**src/rtl/eeprom_pkg.sv**
```systemverilog
/*
 * constants, types and state layout for the two-wire eeprom slave write path.
 * assumes a 40 MHz core clock and a bus master that drives the serial clock.
 */
package eeprom_pkg;
    localparam logic [3:0] DEVICE_TYPE_CODE = 4'h5; // arbitrary identity value
    localparam int ADDR_WIDTH = 9;
    localparam int MULTI_LIMIT = 4;
    localparam int PAGE_LIMIT = 8;
    localparam int ROW_BITS = 3;
    localparam int CORE_CLK_MHZ = 40;
    localparam int PROGRAMMING_TIME_LIMIT_MS = 10;
    localparam int PROG_CYCLES = PROGRAMMING_TIME_LIMIT_MS * 1000 * CORE_CLK_MHZ;
    localparam logic [3:0] BIT_LAST = 4'h7;
    localparam logic [3:0] BIT_ACK = 4'h8;

    typedef enum logic [2:0] {
        IDLE, DEV_ADDR, WORD_ADDR, DATA, IGNORE, PROGRAM
    } phase_type;

    typedef struct packed {
        logic [ADDR_WIDTH-1:0] addr;
        logic [7:0]            data;
    } write_word_type;

    typedef struct packed {
        logic [1:0]   sclSync;
        logic [1:0]   sdaSync;
        logic         sclPrev;
        logic         sdaPrev;
        phase_type    phase;
        logic [3:0]   bitCount;
        logic [7:0]   shifter;
        logic         ackPhase;
        logic         ackOk;
        logic [ADDR_WIDTH-1:0] addrCounter;
        logic [ADDR_WIDTH-1:0] rowStart;
        logic [3:0]   byteCount;
        logic         crossRow;
        logic [31:0]  progTimer;
        logic         sdaOe;
        logic         busy;
        logic         pageMode;
        logic [1:0]   bufCount;
        write_word_type [1:0] buffer;
        logic         memValid;
        write_word_type memWord;
    } state_type;
endpackage

```
**src/rtl/eeprom_write_slave.sv**
```systemverilog
/*
 * two-wire serial slave, write path: address decode, acknowledge,
 * byte/multibyte/page write and a self-timed programming window.
 * assumes pins are asynchronous to core_clk; memory drains memValid/memReady.
 */
`timescale 1ns/1ps
module eeprom_write_slave #(
    parameter int PROG_CYCLES_P = eeprom_pkg::PROG_CYCLES
) (
    input  wire logic                   core_clk,
    input  wire logic                   rst_n,
    input  wire logic                   sclIn,
    input  wire logic                   sdaIn,
    output logic                        sdaOut,
    output logic                        sdaOe,
    input  wire logic                   chip_select_strap_low,
    input  wire logic                   chip_select_strap_high,
    input  wire logic                   writeSizeSelect,
    output logic                        busy,
    output logic                        memValid,
    input  wire logic                   memReady,
    output eeprom_pkg::write_word_type  memWord,
    output logic [eeprom_pkg::ADDR_WIDTH-1:0] addrCounter
);
    import eeprom_pkg::*;

    state_type st;
    state_type next_st;
    logic      scl;
    logic      sda;
    logic      sclRise;
    logic      sclFall;
    logic      startSeen;
    logic      stopSeen;
    logic      bufPop;
    logic      bufFull;
    logic [7:0] byteIn;
    logic [ADDR_WIDTH-1:0] nextAddr;
    logic [3:0] limit;

    always_comb begin
        scl       = st.sclSync[1];
        sda       = st.sdaSync[1];
        sclRise   = scl && !st.sclPrev;
        sclFall   = !scl && st.sclPrev;
        startSeen = scl && st.sclPrev && st.sdaPrev && !sda;
        stopSeen  = scl && st.sclPrev && !st.sdaPrev && sda;
        byteIn    = {st.shifter[6:0], sda};
        bufPop    = st.memValid && memReady;
        bufFull   = st.bufCount == 2'd2;
        limit     = st.pageMode ? 4'(PAGE_LIMIT) : 4'(MULTI_LIMIT);
        if (st.pageMode) begin
            nextAddr = {st.addrCounter[ADDR_WIDTH-1:ROW_BITS],
                        st.addrCounter[ROW_BITS-1:0] + 3'd1};
        end else begin
            nextAddr = st.addrCounter + 9'd1;
        end
    end

    always_comb begin
        next_st         = st;
        next_st.sclSync = {st.sclSync[0], sclIn};
        next_st.sdaSync = {st.sdaSync[0], sdaIn};
        next_st.sclPrev = scl;
        next_st.sdaPrev = sda;

        // drain side of the two-entry buffer
        if (bufPop) begin
            next_st.memValid = 1'b0;
        end
        if (!next_st.memValid && st.bufCount != 2'd0) begin
            next_st.memValid = 1'b1;
            next_st.memWord  = st.buffer[0];
            next_st.buffer[0] = st.buffer[1];
            next_st.bufCount = st.bufCount - 2'd1;
        end

        if (st.phase == PROGRAM) begin
            next_st.sdaOe = 1'b0;
            if (st.progTimer != 32'h0000_0000) begin
                next_st.progTimer = st.progTimer - 32'h0000_0001;
            end else if (st.bufCount == 2'd0 && !st.memValid) begin
                next_st.phase = IDLE;
                next_st.busy  = 1'b0;
            end
        end else if (startSeen) begin
            next_st.phase    = DEV_ADDR;
            next_st.bitCount = 4'h0;
            next_st.ackPhase = 1'b0;
            next_st.sdaOe    = 1'b0;
        end else if (stopSeen) begin
            next_st.sdaOe = 1'b0;
            if (st.phase == DATA && st.byteCount != 4'h0) begin
                next_st.phase     = PROGRAM;
                next_st.busy      = 1'b1;
                next_st.progTimer = st.crossRow ? 32'(2 * PROG_CYCLES_P)
                                                : 32'(PROG_CYCLES_P);
            end else begin
                next_st.phase = IDLE;
            end
        end else if (st.phase == DEV_ADDR || st.phase == WORD_ADDR || st.phase == DATA) begin
            if (sclRise && !st.ackPhase) begin
                next_st.shifter  = byteIn;
                next_st.bitCount = st.bitCount + 4'h1;
                if (st.bitCount == BIT_LAST) begin
                    next_st.ackPhase = 1'b1;
                    next_st.ackOk    = 1'b1;
                    case (st.phase)
                        DEV_ADDR: begin
                            if (byteIn[7:4] != DEVICE_TYPE_CODE ||
                                byteIn[3] != chip_select_strap_high ||
                                byteIn[2] != chip_select_strap_low || byteIn[0]) begin
                                next_st.ackOk = 1'b0;
                            end else begin
                                // a foreign address must leave the counter alone
                                next_st.addrCounter[ADDR_WIDTH-1] = byteIn[1];
                                next_st.pageMode = !writeSizeSelect;
                            end
                        end
                        WORD_ADDR: begin
                            next_st.addrCounter[7:0] = byteIn;
                            next_st.rowStart  = {st.addrCounter[ADDR_WIDTH-1], byteIn};
                            next_st.byteCount = 4'h0;
                            next_st.crossRow  = 1'b0;
                        end
                        DATA: begin
                            if (st.byteCount >= limit && !st.pageMode) begin
                                next_st.ackOk = 1'b0;
                            end else if (bufFull) begin
                                next_st.ackOk = 1'b0;
                            end else begin
                                // index after any same-cycle pop
                                next_st.buffer[next_st.bufCount[0]] = '{addr: st.addrCounter,
                                                                        data: byteIn};
                                next_st.bufCount  = next_st.bufCount + 2'd1;
                                next_st.byteCount = (st.byteCount == limit) ? limit
                                                                            : st.byteCount + 4'h1;
                                next_st.addrCounter = nextAddr;
                                if (nextAddr[ADDR_WIDTH-1:ROW_BITS]
                                    != st.rowStart[ADDR_WIDTH-1:ROW_BITS]) begin
                                    next_st.crossRow = !st.pageMode;
                                end
                            end
                        end
                        default: next_st.ackOk = 1'b0;
                    endcase
                end
            end else if (sclFall && st.ackPhase && st.bitCount == BIT_ACK && !st.sdaOe) begin
                next_st.sdaOe = st.ackOk;
                // refused data byte keeps the accepted ones for the stop
                if (!st.ackOk && st.phase != DATA) begin
                    next_st.phase = IGNORE;
                end
                next_st.bitCount = 4'h9;
            end else if (sclFall && st.ackPhase && st.sdaOe) begin
                next_st.sdaOe    = 1'b0;
                next_st.ackPhase = 1'b0;
                next_st.bitCount = 4'h0;
                next_st.phase    = (st.phase == DEV_ADDR) ? WORD_ADDR : DATA;
            end
        end
    end

    always_ff @(posedge core_clk or negedge rst_n) begin
        if (!rst_n) begin
            st         <= '0;
            st.sclSync <= 2'b11;
            st.sdaSync <= 2'b11;
            st.sclPrev <= 1'b1;
            st.sdaPrev <= 1'b1;
            st.phase   <= IDLE;
        end else begin
            st <= next_st;
        end
    end

    always_ff @(posedge core_clk or negedge rst_n) begin
        if (!rst_n) begin
            sdaOut      <= 1'b0;
            sdaOe       <= 1'b0;
            busy        <= 1'b0;
            memValid    <= 1'b0;
            memWord     <= '0;
            addrCounter <= '0;
        end else begin
            sdaOut      <= 1'b0;
            sdaOe       <= next_st.sdaOe;
            busy        <= next_st.busy;
            memValid    <= next_st.memValid;
            memWord     <= next_st.memWord;
            addrCounter <= next_st.addrCounter;
        end
    end
endmodule

```
**config.mk**
```make
export PLATFORM = sky130hd
export DESIGN_NAME = eeprom_write_slave
export DESIGN_NICKNAME = d
export VERILOG_FILES = /design/src/rtl/eeprom_pkg.sv /design/src/rtl/eeprom_write_slave.sv
export SDC_FILE = /design/constraint.sdc
export NUM_CORES = 1
export LEC_CHECK = 0
export ABC_AREA = 1
export BUFFER_PORTS_ARGS = -buffer_cell sky130_fd_sc_hd__buf_2
export CORE_UTILIZATION = 25
export CTS_CLUSTER_DIAMETER = 100
export DETAILED_ROUTE_END_ITERATION = 8
export HOLD_SLACK_MARGIN = 0.1
export PLACE_DENSITY = 0.37
export SETUP_SLACK_MARGIN = 0.02
export SYNTH_ARGS = -nofsm -noshare
export SYNTH_HDL_FRONTEND = slang
export SYNTH_SLANG_ARGS = --single-unit
```
**constraint.sdc**
```tcl
create_clock -name core_clk -period 2.62 [get_ports core_clk]
set_input_delay 0.524 -clock core_clk [delete_from_list [all_inputs] [get_ports core_clk]]
set_output_delay 0.524 -clock core_clk [all_outputs]
set_load 0.05 [all_outputs]
```
# Yosys cells after proc, flatten, opt, wreduce, memory -nomap -nowiden
# Cells that the tools add are included.
# word_totals
elab_cells,208
out_inout_bits,30
inputBits,8
regBits,135
# op_classes
bitwise_logic,6
n_mux,76
reduce_logical,60
magnitude_cmp,3
addsub,7
n_eq_ne,30
# ops
op,n
37-bit 2-to-1 mux,5
25-bit 2-to-1 mux,6
36-bit 2-to-1 mux,4
32-bit 2-to-1 mux,4
40-bit 2-to-1 mux,1
38-bit 2-to-1 mux,1
9-bit 2-to-1 mux,4
35-bit 2-to-1 mux,1
34-bit bitwise mux,1
34-bit 2-to-1 mux,1
32-bit nonzero test,1
32-bit by 1-bit subtractor with 32-bit output (second input constant),1
7-bit 2-to-1 mux,4
7-bit != test (second input constant),4
24-bit 2-to-1 mux,1
1-bit 2-to-1 mux,22
3-bit 2-to-1 mux,7
20-bit 2-to-1 mux,1
10-bit AND reduction,2
1-bit logical AND,19
6-bit AND reduction,3
9-bit AND reduction,2
17-bit demux with 1-bit select,1
17-bit 2-to-1 mux,1
other kinds (48),85

# Logic depth before layout (Yosys ltp)
# Gate-level depths: netlist of the first run.
# depth
word_depth,19
ltp_mapped,15
depth_no_buf,15

# Worst setup path before layout of the first run
# OpenSTA, ideal clock, no wires.
# synth_path
path_type,register to register
from,register st[54] (netlist bit)
to,register st[33] (netlist bit)
stages_incl_launch_ff,12
t_required_ns,2.500
synth_period_minus_slack_ns,1.973
setup_slack_ns,0.647
arrival_time_ns,1.854
n_path_buf,1
setup_ns,0.120
cell_sequence,dfrtp_1 -> clkinv_1 -> ha_1 -> nand3_1 -> nand2_1 -> nand2_1 -> nand2_1 -> nor2_1 -> nand2_4 -> buf_6 -> o21ai_0 -> inv_1
# synth_lines
item,line_no,text
"start, declared",eeprom_write_slave.sv:27,state_type st;
"start signal, assigned",eeprom_write_slave.sv:173,st <= next_st;

# Worst setup path after layout of the first run
# layout_path
from,register st[57] (netlist bit)
to,register st[127] (netlist bit)
# layout_between
elab_chain_cells,3
# layout_rtl
item,line_no,text
32-bit nonzero test,eeprom_write_slave.sv:80,if (st.progTimer != 32'h0000_0000) begin
2-bit != test (no source line),n/a,
6-bit AND reduction (no source line),n/a,
# No other way between the ends.
# A chain may end at the register's enable or synchronous reset.

==> metrics.txt, run 1 <==
run status=complete, no violations; die area=just under 30000 µm²; root buffer cell=clkbuf_16; Worst Slack Setup Final=350 ps; critical path peak fanout=7; Yosys top cell area share=0.430; worst hold slack=between 150 and 200 ps; Period minus WS final=approximately 2300 ps; synthesized cell area=slightly above 7000 µm²; crit path from=st[57]$_DFFE_PN0P_; Fin Setup TNS=0 ps; Hold Startpoint=sclIn; final wirelength=about 20 mm; Tot GR Track Use=0.136; Slew Limit Headroom=0.666; Clock Latency Late Sink=430 ps; Detail Placement HPWL=14.4 mm; Layout Skew=around 7.4 ps; Core Rows=62; CP Class=flop to flop; hold path depth=1; fin nets=949; Hold Fails Final Rpt=0; pwr/cell area=around 570 nW/µm²; ant diodes=0; hold path endpoint=next_st[134]$_DFF_PN1_; Initial DRT Pass Iterations=5; final-report max-slew violation count=0; Fillers=3119; Vias=approximately 5800; # clock sinks=131; worst slack at placement=331 ps; worst vdd ir=319 µV; number of flops mapped to enable cells by yosys=0; first-pass GRT wire length=31.8 mm; max frequency=approximately 440 MHz; ys flop type=dfrtp_1; endpoints failing setup=0; async set-reset flop share out of synthesis=1.00; Avg Cell Area, Syn=8.04 µm²; clock buffer count from CTS=17; RePlAce Congestion=approximately 0.79; Initial Utilization=0.254; Post-route DRC=0; leading area contributor after synthesis=dfrtp_1; FF-to-FF setup slack=between 300 and 400 ps; dpl cell area=around 7800 µm²; WL/cell=roughly 15 µm; Hold Crit Class=input pin to flop; synthesis-stage register bit count=131; Yosys cell types=50; sequential-to-total area share from yosys stat=0.452; vias in the first global route=about 5700; depth of the most critical reg-to-reg path=10; unrepaired setup endpoints after global routing=false; WP data arrival=about 2600 ps; Area Overhead vs Synth=15.6%; reg2reg end=st[127]$_DFFE_PN0P_; DR iter-0 viols=240; Via-to-Cell Ratio=~4.4; Finished Cell Area=8400 µm²; IO Count=38; antenna violations before repair=0; Syn Inst Count=roughly 900; syn_nets=between 900 and 1000; CTS tree=yes; grt ovf=0; Post-CTS Setup Bufs=0; worst endpoint required time=between 2000 and 3000 ps; die width=173 µm; fin crit share=0.866; clock-pin slew on the worst setup and hold paths=about 70 ps; Worst-Margin Slew=501 ps; floorplan core area=28600 µm²; largest net degree at the start of global routing=48; fraction of final layout cells sized beyond drive strength 1=0.173; synth top area cells=dfrtp_1, nand2_1, nand3_1; utilization after layout=0.294; final antenna-violating net count=0; Die Span Y=roughly 170 µm; Port Buffers=36; Ys Warns=0; Max H-tree Level=4; worst flop-to-flop path startpoint=st[57]$_DFFE_PN0P_; Critical Path Start Type=flop; clk buf depth=2; Crit. End Element=flop; leakage=4.38 nW; maxcap violations=0
## area by class of cell
| class | instances | area [µm²] | share of cell area |
|---|---|---|---|
| Clock buffer | 17 | 425 | 0.0506 |
| Inverter | 100 | 375 | 0.0447 |
| Sequential cell | 131 | 3290 | 0.391 |
| Multi-Input combinational cell | 620 | 3260 | 0.388 |
| Clock inverter | 15 | 185 | 0.0220 |
| Timing Repair Buffer | 61 | 389 | 0.0463 |
| Tap cell | 384 | 480 | 0.0572 |
## per-stage QoR
step / power (mW) / instances
finish: 4.75 / 1328
global route: 4.95 / 1328
CTS: 4.84 / 1328
detailed placement: 2.28 / 1295
global placement: 2.28 / 1295
floorplan: 2.18 / 904
## how the worst max path moves through the flow
stage,endpoint,slack [ps],cells past startpoint
after detailed placement,st[127]$_DFFE_PN0P_,330,10
after CTS,st[127]$_DFFE_PN0P_,320,10
final,st[127]$_DFFE_PN0P_,350,10
after global placement,st[128]$_DFFE_PN0P_,370,10
after global routing,st[128]$_DFFE_PN0P_,120,10
after floorplan,st[33]$_DFF_PN0_,650,11
## worst max-delay path, stage by stage (launching register included)
cell and delay [ps]:
dfrtp_1 380, inv_1 180, ha_1 320, nand2_2 150, nor2_4 180, and2_1 140
nand3b_1 120, o21ai_1 340, nand2_1 190, nand2_1 90, o21ai_1 60
## cells in the mapped netlist, types with 12 or more instances
| master | instances |
|---|---|
| a21oi_1 | 12 |
| buf_2 | 12 |
| buf_4 | 30 |
| dfrtp_1 | 125 |
| inv_1 | 89 |
| mux2_2 | 19 |
| nand2_1 | 211 |
| nand3_1 | 92 |
| nand4_1 | 15 |
| nor2_1 | 71 |
| o21ai_0 | 46 |
| o21ai_1 | 49 |
| xor2_1 | 18 |
## cell families (layout without fill, tap and decap cells)
family	count (synthesis)	after routing	synth area share
simple gates	435	435	0.271
buf+inv	153	193	0.0996
compound gates	131	131	0.0993
flops	131	131	0.452
xor+xnor	24	24	0.0315
mux	19	19	0.0294
fa+ha+maj	10	10	0.0172
other cells	1	1	0.000516
## cells in the final DEF, fill, tap and decap left out, types with 9 or more instances in the layout
cell type  count
ha_1          10
o21ai_0       46
o31ai_1        9
nor3_1        10
nor2_1        71
nand4_1       15
buf_2         35
nand2_1      211
mux2_2        19
inv_1         89
dfrtp_1      125
a21oi_1       12
xor2_1        18
buf_4         23
nand3_1       92
clkbuf_16     17
inv_2         10
o21ai_1       49
## per-layer routing
layer,share of wire,wire [µm],up-vias,track usage
met5,0,0,-,0
met4,0.012,225,0,0.0368
met3,0.029,573,16,0.0273
met2,0.41,7890,77,0.193
met1,0.55,10800,2694,0.207
li1,-,-,2991,-
## report_power, final
group,internal [mW],switching [mW]
combinational,0.0461,0.119
clock,1.45,1.07
sequential,2.05,0.0209
## repair_timing
action	CTS	global route
endpoints found under the hold margin	42	0
hold buffers	1	0
gates resized for setup	0	0
(Power assumes the default switching activity.)
==> run 2: changes to the inputs <==
ABC_AREA = not set   (was 1)
==> metrics.txt, run 2 <==
Initial Utilization=0.257; Detail Placement HPWL=approximately 12 mm; Critical Path Start Type=flop; endpoints failing setup=0; synth top area cells=dfrtp_1, mux2_2, a21oi_1; xor and xnor fraction of the mapped netlist area=0.0376; pwr/cell area=roughly 690 nW/µm²; Crit. End Element=flop; Worst-Margin Slew=between 700 and 800 ps; max frequency=~390 MHz; Pint=between 3 and 4 mW; DR iter-0 viols=240; antenna violations before repair=0; unrepaired setup endpoints after global routing=true; Slew Limit Headroom=0.528; dpl cell area=around 7500 µm²; Area Overhead vs Synth=20.7%; Comb pwr share=0.177; IO Count=38; fraction of final layout cells sized beyond drive strength 1=0.295; Synth Area in Compound Gates=0.116; Hold Fails Final Rpt=0; sequential-to-total area share from yosys stat=0.486; final wirelength=between 15 and 20 mm; mux contribution to synthesized area=0.117; Hold Startpoint=sdaIn; leakage=just under 4 nW; fin nets=approximately 720; Tot GR Track Use=0.127; depth of the most critical reg-to-reg path=8; synthesis-stage register bit count=131; Ys Warns=0; worst flop-to-flop path startpoint=st[58]$_DFFE_PN0P_; leading area contributor after synthesis=dfrtp_1; failing checks=DRC; sequential share of power=0.397; WL/cell=approximately 16 µm; final-report max-slew violation count=0; commonest cells after routing, fill and taps aside=dfrtp_1, nor2_1, mux2_2, buf_4, a21oi_1; root buffer cell=clkbuf_16; die area=roughly 28000 µm²; Period minus WS final=2530 ps; CP Class=flop to flop; Port Buffers=36; Max H-tree Level=4; Net Switching=1.72 mW; # clock sinks=~130; Avg Cell Area, Syn=between 10 and 15 µm²; Layout Skew=about 17 ps; Finished Cell Area=between 8000 and 9000 µm²; Clock Latency Late Sink=about 430 ps; switching power share of the total=0.305; synthesized cell area=about 6800 µm²; Initial DRT Pass Iterations=6; Worst Slack Setup Final=85.5 ps; fin crit share=0.967; vias in the first global route=approximately 5200; number of flops mapped to enable cells by yosys=0; CTS tree=yes; Core Rows=59; Synth Area in Adders=0.0185; worst vdd ir=324 µV; critical path peak fanout=6; Power, Total=5.66 mW; Vias=4993; ant diodes=0; Yosys top cell area share=0.463; grt ovf=0; Hold Crit Class=input pin to flop; Via-to-Cell Ratio=about 4.8; crit path from=st[58]$_DFFE_PN0P_; clock-pin slew on the worst setup and hold paths=roughly 60 ps; worst endpoint required time=between 2000 and 3000 ps; first-pass GRT wire length=27.9 mm; clk buf depth=2; Synth Area in Simple Gates=0.167; most common cell in the netlist=dfrtp_1; floorplan core area=26300 µm²; Syn Inst Count=around 650; clock share of power=0.426; RePlAce Congestion=0.778; Die Span Y=between 150 and 200 µm; Yosys cell types=around 70; WP data arrival=approximately 2800 ps; final antenna-violating net count=0; maxcap violations=0; Fin Setup TNS=0 ps; Post-route DRC=4; die width=about 170 µm; worst slack at placement=-5.42 ps; ys flop type=dfrtp_1; clock buffer count from CTS=17; commonest cells in the netlist=dfrtp_1, nor2_1, mux2_2; most common cell after layout, fill and taps aside=dfrtp_1; main combinational cell family by area after synthesis=simple AND/OR/NAND/NOR gates; async set-reset flop share out of synthesis=1.00; hold path depth=1; syn_nets=about 670; largest net degree at the start of global routing=57; run status=finished, violations left
run 2: timing repair:
item	CTS	global route
setup endpoints to repair	1	53
resized for setup	1	17
pin swaps	0	5
endpoints found under the hold margin	32	0
setup buffers	0	3
hold buffers	1	0
gates cloned	0	0
run 2: power groups by stage:
stage	Combinational, mW	Sequential, mW	Clock (mW)
4_1_cts	0.983	2.25	2.48
6_report	1.00	2.25	2.41
3_5_place_dp	0.977	2.29	0
3_3_place_gp	0.961	2.28	0
5_1_grt	1.12	2.27	2.56
2_1_floorplan	0.678	2.24	0
run 2: final cells by class:
type	count	area (µm²)
clock inverters	13	136
multi-input cells	450	3160
repair buffers	89	648
well taps	335	419
fillers	2745	18100
clock buffers	19	453
inverters	14	52.6
flip-flops and latches	131	3290
run 2: logic make-up (layout without fill, tap and decap cells):
group,count (synthesis),after routing
buffers and inverters,72,135
adder cells (fa/ha/maj),10,10
XOR/XNOR,29,29
multiplexers,73,73
other,1,1
flip-flops,131,131
AO/OA/AOI/OAI,126,126
AND/OR/NAND/NOR,211,211
run 2: routing by layer:
metal / track usage / part of all wire / vias up
met1: 0.165 / 0.47 / 2474
met3: 0.0271 / 0.036 / 15
met2: 0.209 / 0.48 / 91
met5: 0 / 0 / -
met4: 0.0459 / 0.013 / 0
li1: - / - / 2413
run 2: path summary, 6_finish.rpt:
path	end	slack, ps
setup / recovery	st[126]$_DFFE_PN0P_	90
hold / removal	next_st[132]$_DFF_PN1_	200
setup reg to reg	st[126]$_DFFE_PN0P_	90
hold reg to reg	byteIn[0]$_DFF_PN1_	360
max in group asynchronous	next_st[132]$_DFF_PN1_	1330
min in group asynchronous	memWord[11]$_DFFE_PN0P_	640
run 2: critical path, stage by stage, from the launching register on:
cell	delay, ps
dfrtp_1	390
inv_1	70
ha_2	170
or3b_4	370
or3_4	370
or4_4	520
o21ai_4	160
o211ai_1	100
mux2_4	270
run 2: metrics by stage:
stage | std cells | util | hold slack (ps)
finish | 1051 | 0.310 | 199
global route | 1051 | 0.310 | 183
CTS | 1048 | 0.307 | 175
detailed placement | 1015 | 0.284 | 348
global placement | 1015 | 0.284 | 346
floorplan | 653 | - | 228
==> run 3: changes to the inputs <==
CORE_ASPECT_RATIO = 0.8   (was not set)
==> metrics.txt, run 3 (same netlist as run 2, synthesis figures left out) <==
clk buf depth=2; Cell Chain, Critical Path=inv_1 -> ha_2 -> or3b_4 -> or3_4 -> or4_4 -> a21oi_4 -> o21ai_2 -> a211o_1; Clock Latency Late Sink=around 420 ps; pwr/cell area=roughly 710 nW/µm²; Critical Path Start Type=flop; Via-to-Cell Ratio=~4.7; clock-pin slew on the worst setup and hold paths=approximately 60 ps; die width=between 150 and 200 µm; fin nets=a little over 700; Power, Total=about 5.8 mW; Hold Fails Final Rpt=0; root buffer cell=clkbuf_16; Crit-path slowest cell=or4_4; clock buffer count from CTS=17; Initial DRT Pass Iterations=5; first-pass GRT wire length=roughly 28 mm; grt ovf=0; floorplan core area=around 26000 µm²; worst endpoint required time=roughly 2900 ps; Vias=between 4000 and 5000; run status=complete, no violations; dpl cell area=~7500 µm²; Layout Skew=about 10 ps; utilization after layout=0.312; Post-route DRC=0; Slew Limit Headroom=0.461; # clock sinks=around 130; post-route non-filler standard cell count=1073; Worst-Margin Slew=around 810 ps; ant diodes=0; Hold Crit Class=input pin to asynchronous set/reset pin; switching power share of the total=0.294; RePlAce Congestion=roughly 0.8; Period minus WS final=roughly 2600 ps; Fillers=between 2000 and 3000; largest net degree at the start of global routing=132; most common cell after layout, fill and taps aside=dfrtp_1; Comb pwr share=0.174; Pint=roughly 4 mW; commonest cells after routing, fill and taps aside=dfrtp_1, nor2_1, mux2_2, buf_4, nand2_1; worst vdd ir=~460 µV; IO Count=38; Area Overhead vs Synth=21.7%; worst slack at placement=-20.3 ps; unrepaired setup endpoints after global routing=true; die area=between 20000 and 30000 µm²; vias in the first global route=roughly 5000; Die Span Y=~150 µm; maxcap violations=0; Net Switching=roughly 1.7 mW; Detail Placement HPWL=around 12 mm; DR iter-0 viols=300; Worst Slack Setup Final=11.4 ps; WP data arrival=about 2900 ps; WL/cell=15.7 µm; fin crit share=0.996; final antenna-violating net count=0; CP Class=flop to flop; Finished Cell Area=slightly above 8000 µm²; Initial Utilization=0.256; leakage=roughly 4.0 nW; Port Buffers=36; clock share of power=0.440; final wirelength=16.8 mm; critical path peak fanout=7; Max H-tree Level=4; endpoints failing setup=0; sequential share of power=0.385; Crit. End Element=flop; max frequency=between 300 and 400 MHz; Inst Count DP=between 1000 and 1500; fraction of final layout cells sized beyond drive strength 1=0.299; Slowest Stage Delay on Critical Path=around 510 ps; final-report max-slew violation count=0; Tot GR Track Use=0.130; antenna violations before repair=0; CTS tree=yes; Core Rows=53
[run 3: cell count changes in the layout (fill, tap and decap cells not counted), sizes merged]
cell	before	now
bufinv	1	3
inv	23	21
buf	88	89
clkbuf	19	18
clkinvlp	1	2
dlygate4sd3	1	0
[run 3: worst paths after layout]
kind                                        start                endpoint  slack (ps)  cells after the start
setup / recovery               st[58]$_DFFE_PN0P_      st[65]$_DFFE_PN0P_          10                      8
hold / removal                              rst_n      st[60]$_DFFE_PN0P_         160                      2
setup reg to reg               st[58]$_DFFE_PN0P_      st[65]$_DFFE_PN0P_          10                      8
hold reg to reg            next_st[132]$_DFF_PN1_     byteIn[0]$_DFF_PN1_         360                      0
max in group asynchronous                   rst_n        st[18]$_DFF_PN0_        1830                      2
min in group core_clk                       sclIn  next_st[134]$_DFF_PN1_         200                      1
[run 3: final cells by class]
| type | count | area (µm²) | area share |
|---|---|---|---|
| clock buffer | 18 | 439 | 0.0534 |
| clock inverter | 14 | 191 | 0.0233 |
| inverter | 14 | 52.6 | 0.00639 |
| multi-input combinational | 450 | 3180 | 0.387 |
| sequential | 131 | 3290 | 0.399 |
| tap | 357 | 447 | 0.0543 |
| timing repair buffer | 89 | 629 | 0.0765 |
[run 3: metal layers]
| metal | track usage | up-vias | share of wire |
|---|---|---|---|
| met4 | 0.0451 | 0 | 0.012 |
| li1 | - | 2414 | - |
| met3 | 0.0264 | 14 | 0.027 |
| met2 | 0.189 | 84 | 0.45 |
| met5 | 0 | - | 0 |
| met1 | 0.189 | 2486 | 0.51 |
[run 3: through the flow]
| stage | hold WS (ps) | TNS, ps |
|---|---|---|
| after global placement | 349 | 0 |
| final | 164 | 0 |
| after floorplan | 228 | 0 |
| after global routing | 182 | -334 |
| after CTS | 183 | 0 |
| after detailed placement | 353 | -20.3 |
[run 3: power by group through the flow]
| stage | clock [mW] | combinational (mW) | sequential (mW) |
|---|---|---|---|
| after detailed placement | 0 | 0.998 | 2.28 |
| final | 2.56 | 1.02 | 2.24 |
| after CTS | 2.65 | 1.01 | 2.24 |
| after global routing | 2.75 | 1.12 | 2.26 |
| after floorplan | 0 | 0.678 | 2.24 |
| after global placement | 0 | 0.990 | 2.28 |
[run 3: worst max-delay path: cells and delay by family (launching register included)]
| kind | cells | cell delay [ps] |
|---|---|---|
| AO/OA/AOI/OAI | 3 | 600 |
| adder cells (fa/ha/maj) | 1 | 180 |
| buffers and inverters | 1 | 60 |
| flip-flops | 1 | 380 |
| AND/OR/NAND/NOR | 3 | 1270 |
[run 3: timing repair]
item,CTS,global route
resized for setup,2,16
hold buffers,0,0
pin swaps,0,5
buffers inserted,0,6
hold endpoints to repair,0,0
setup endpoints to repair,4,27
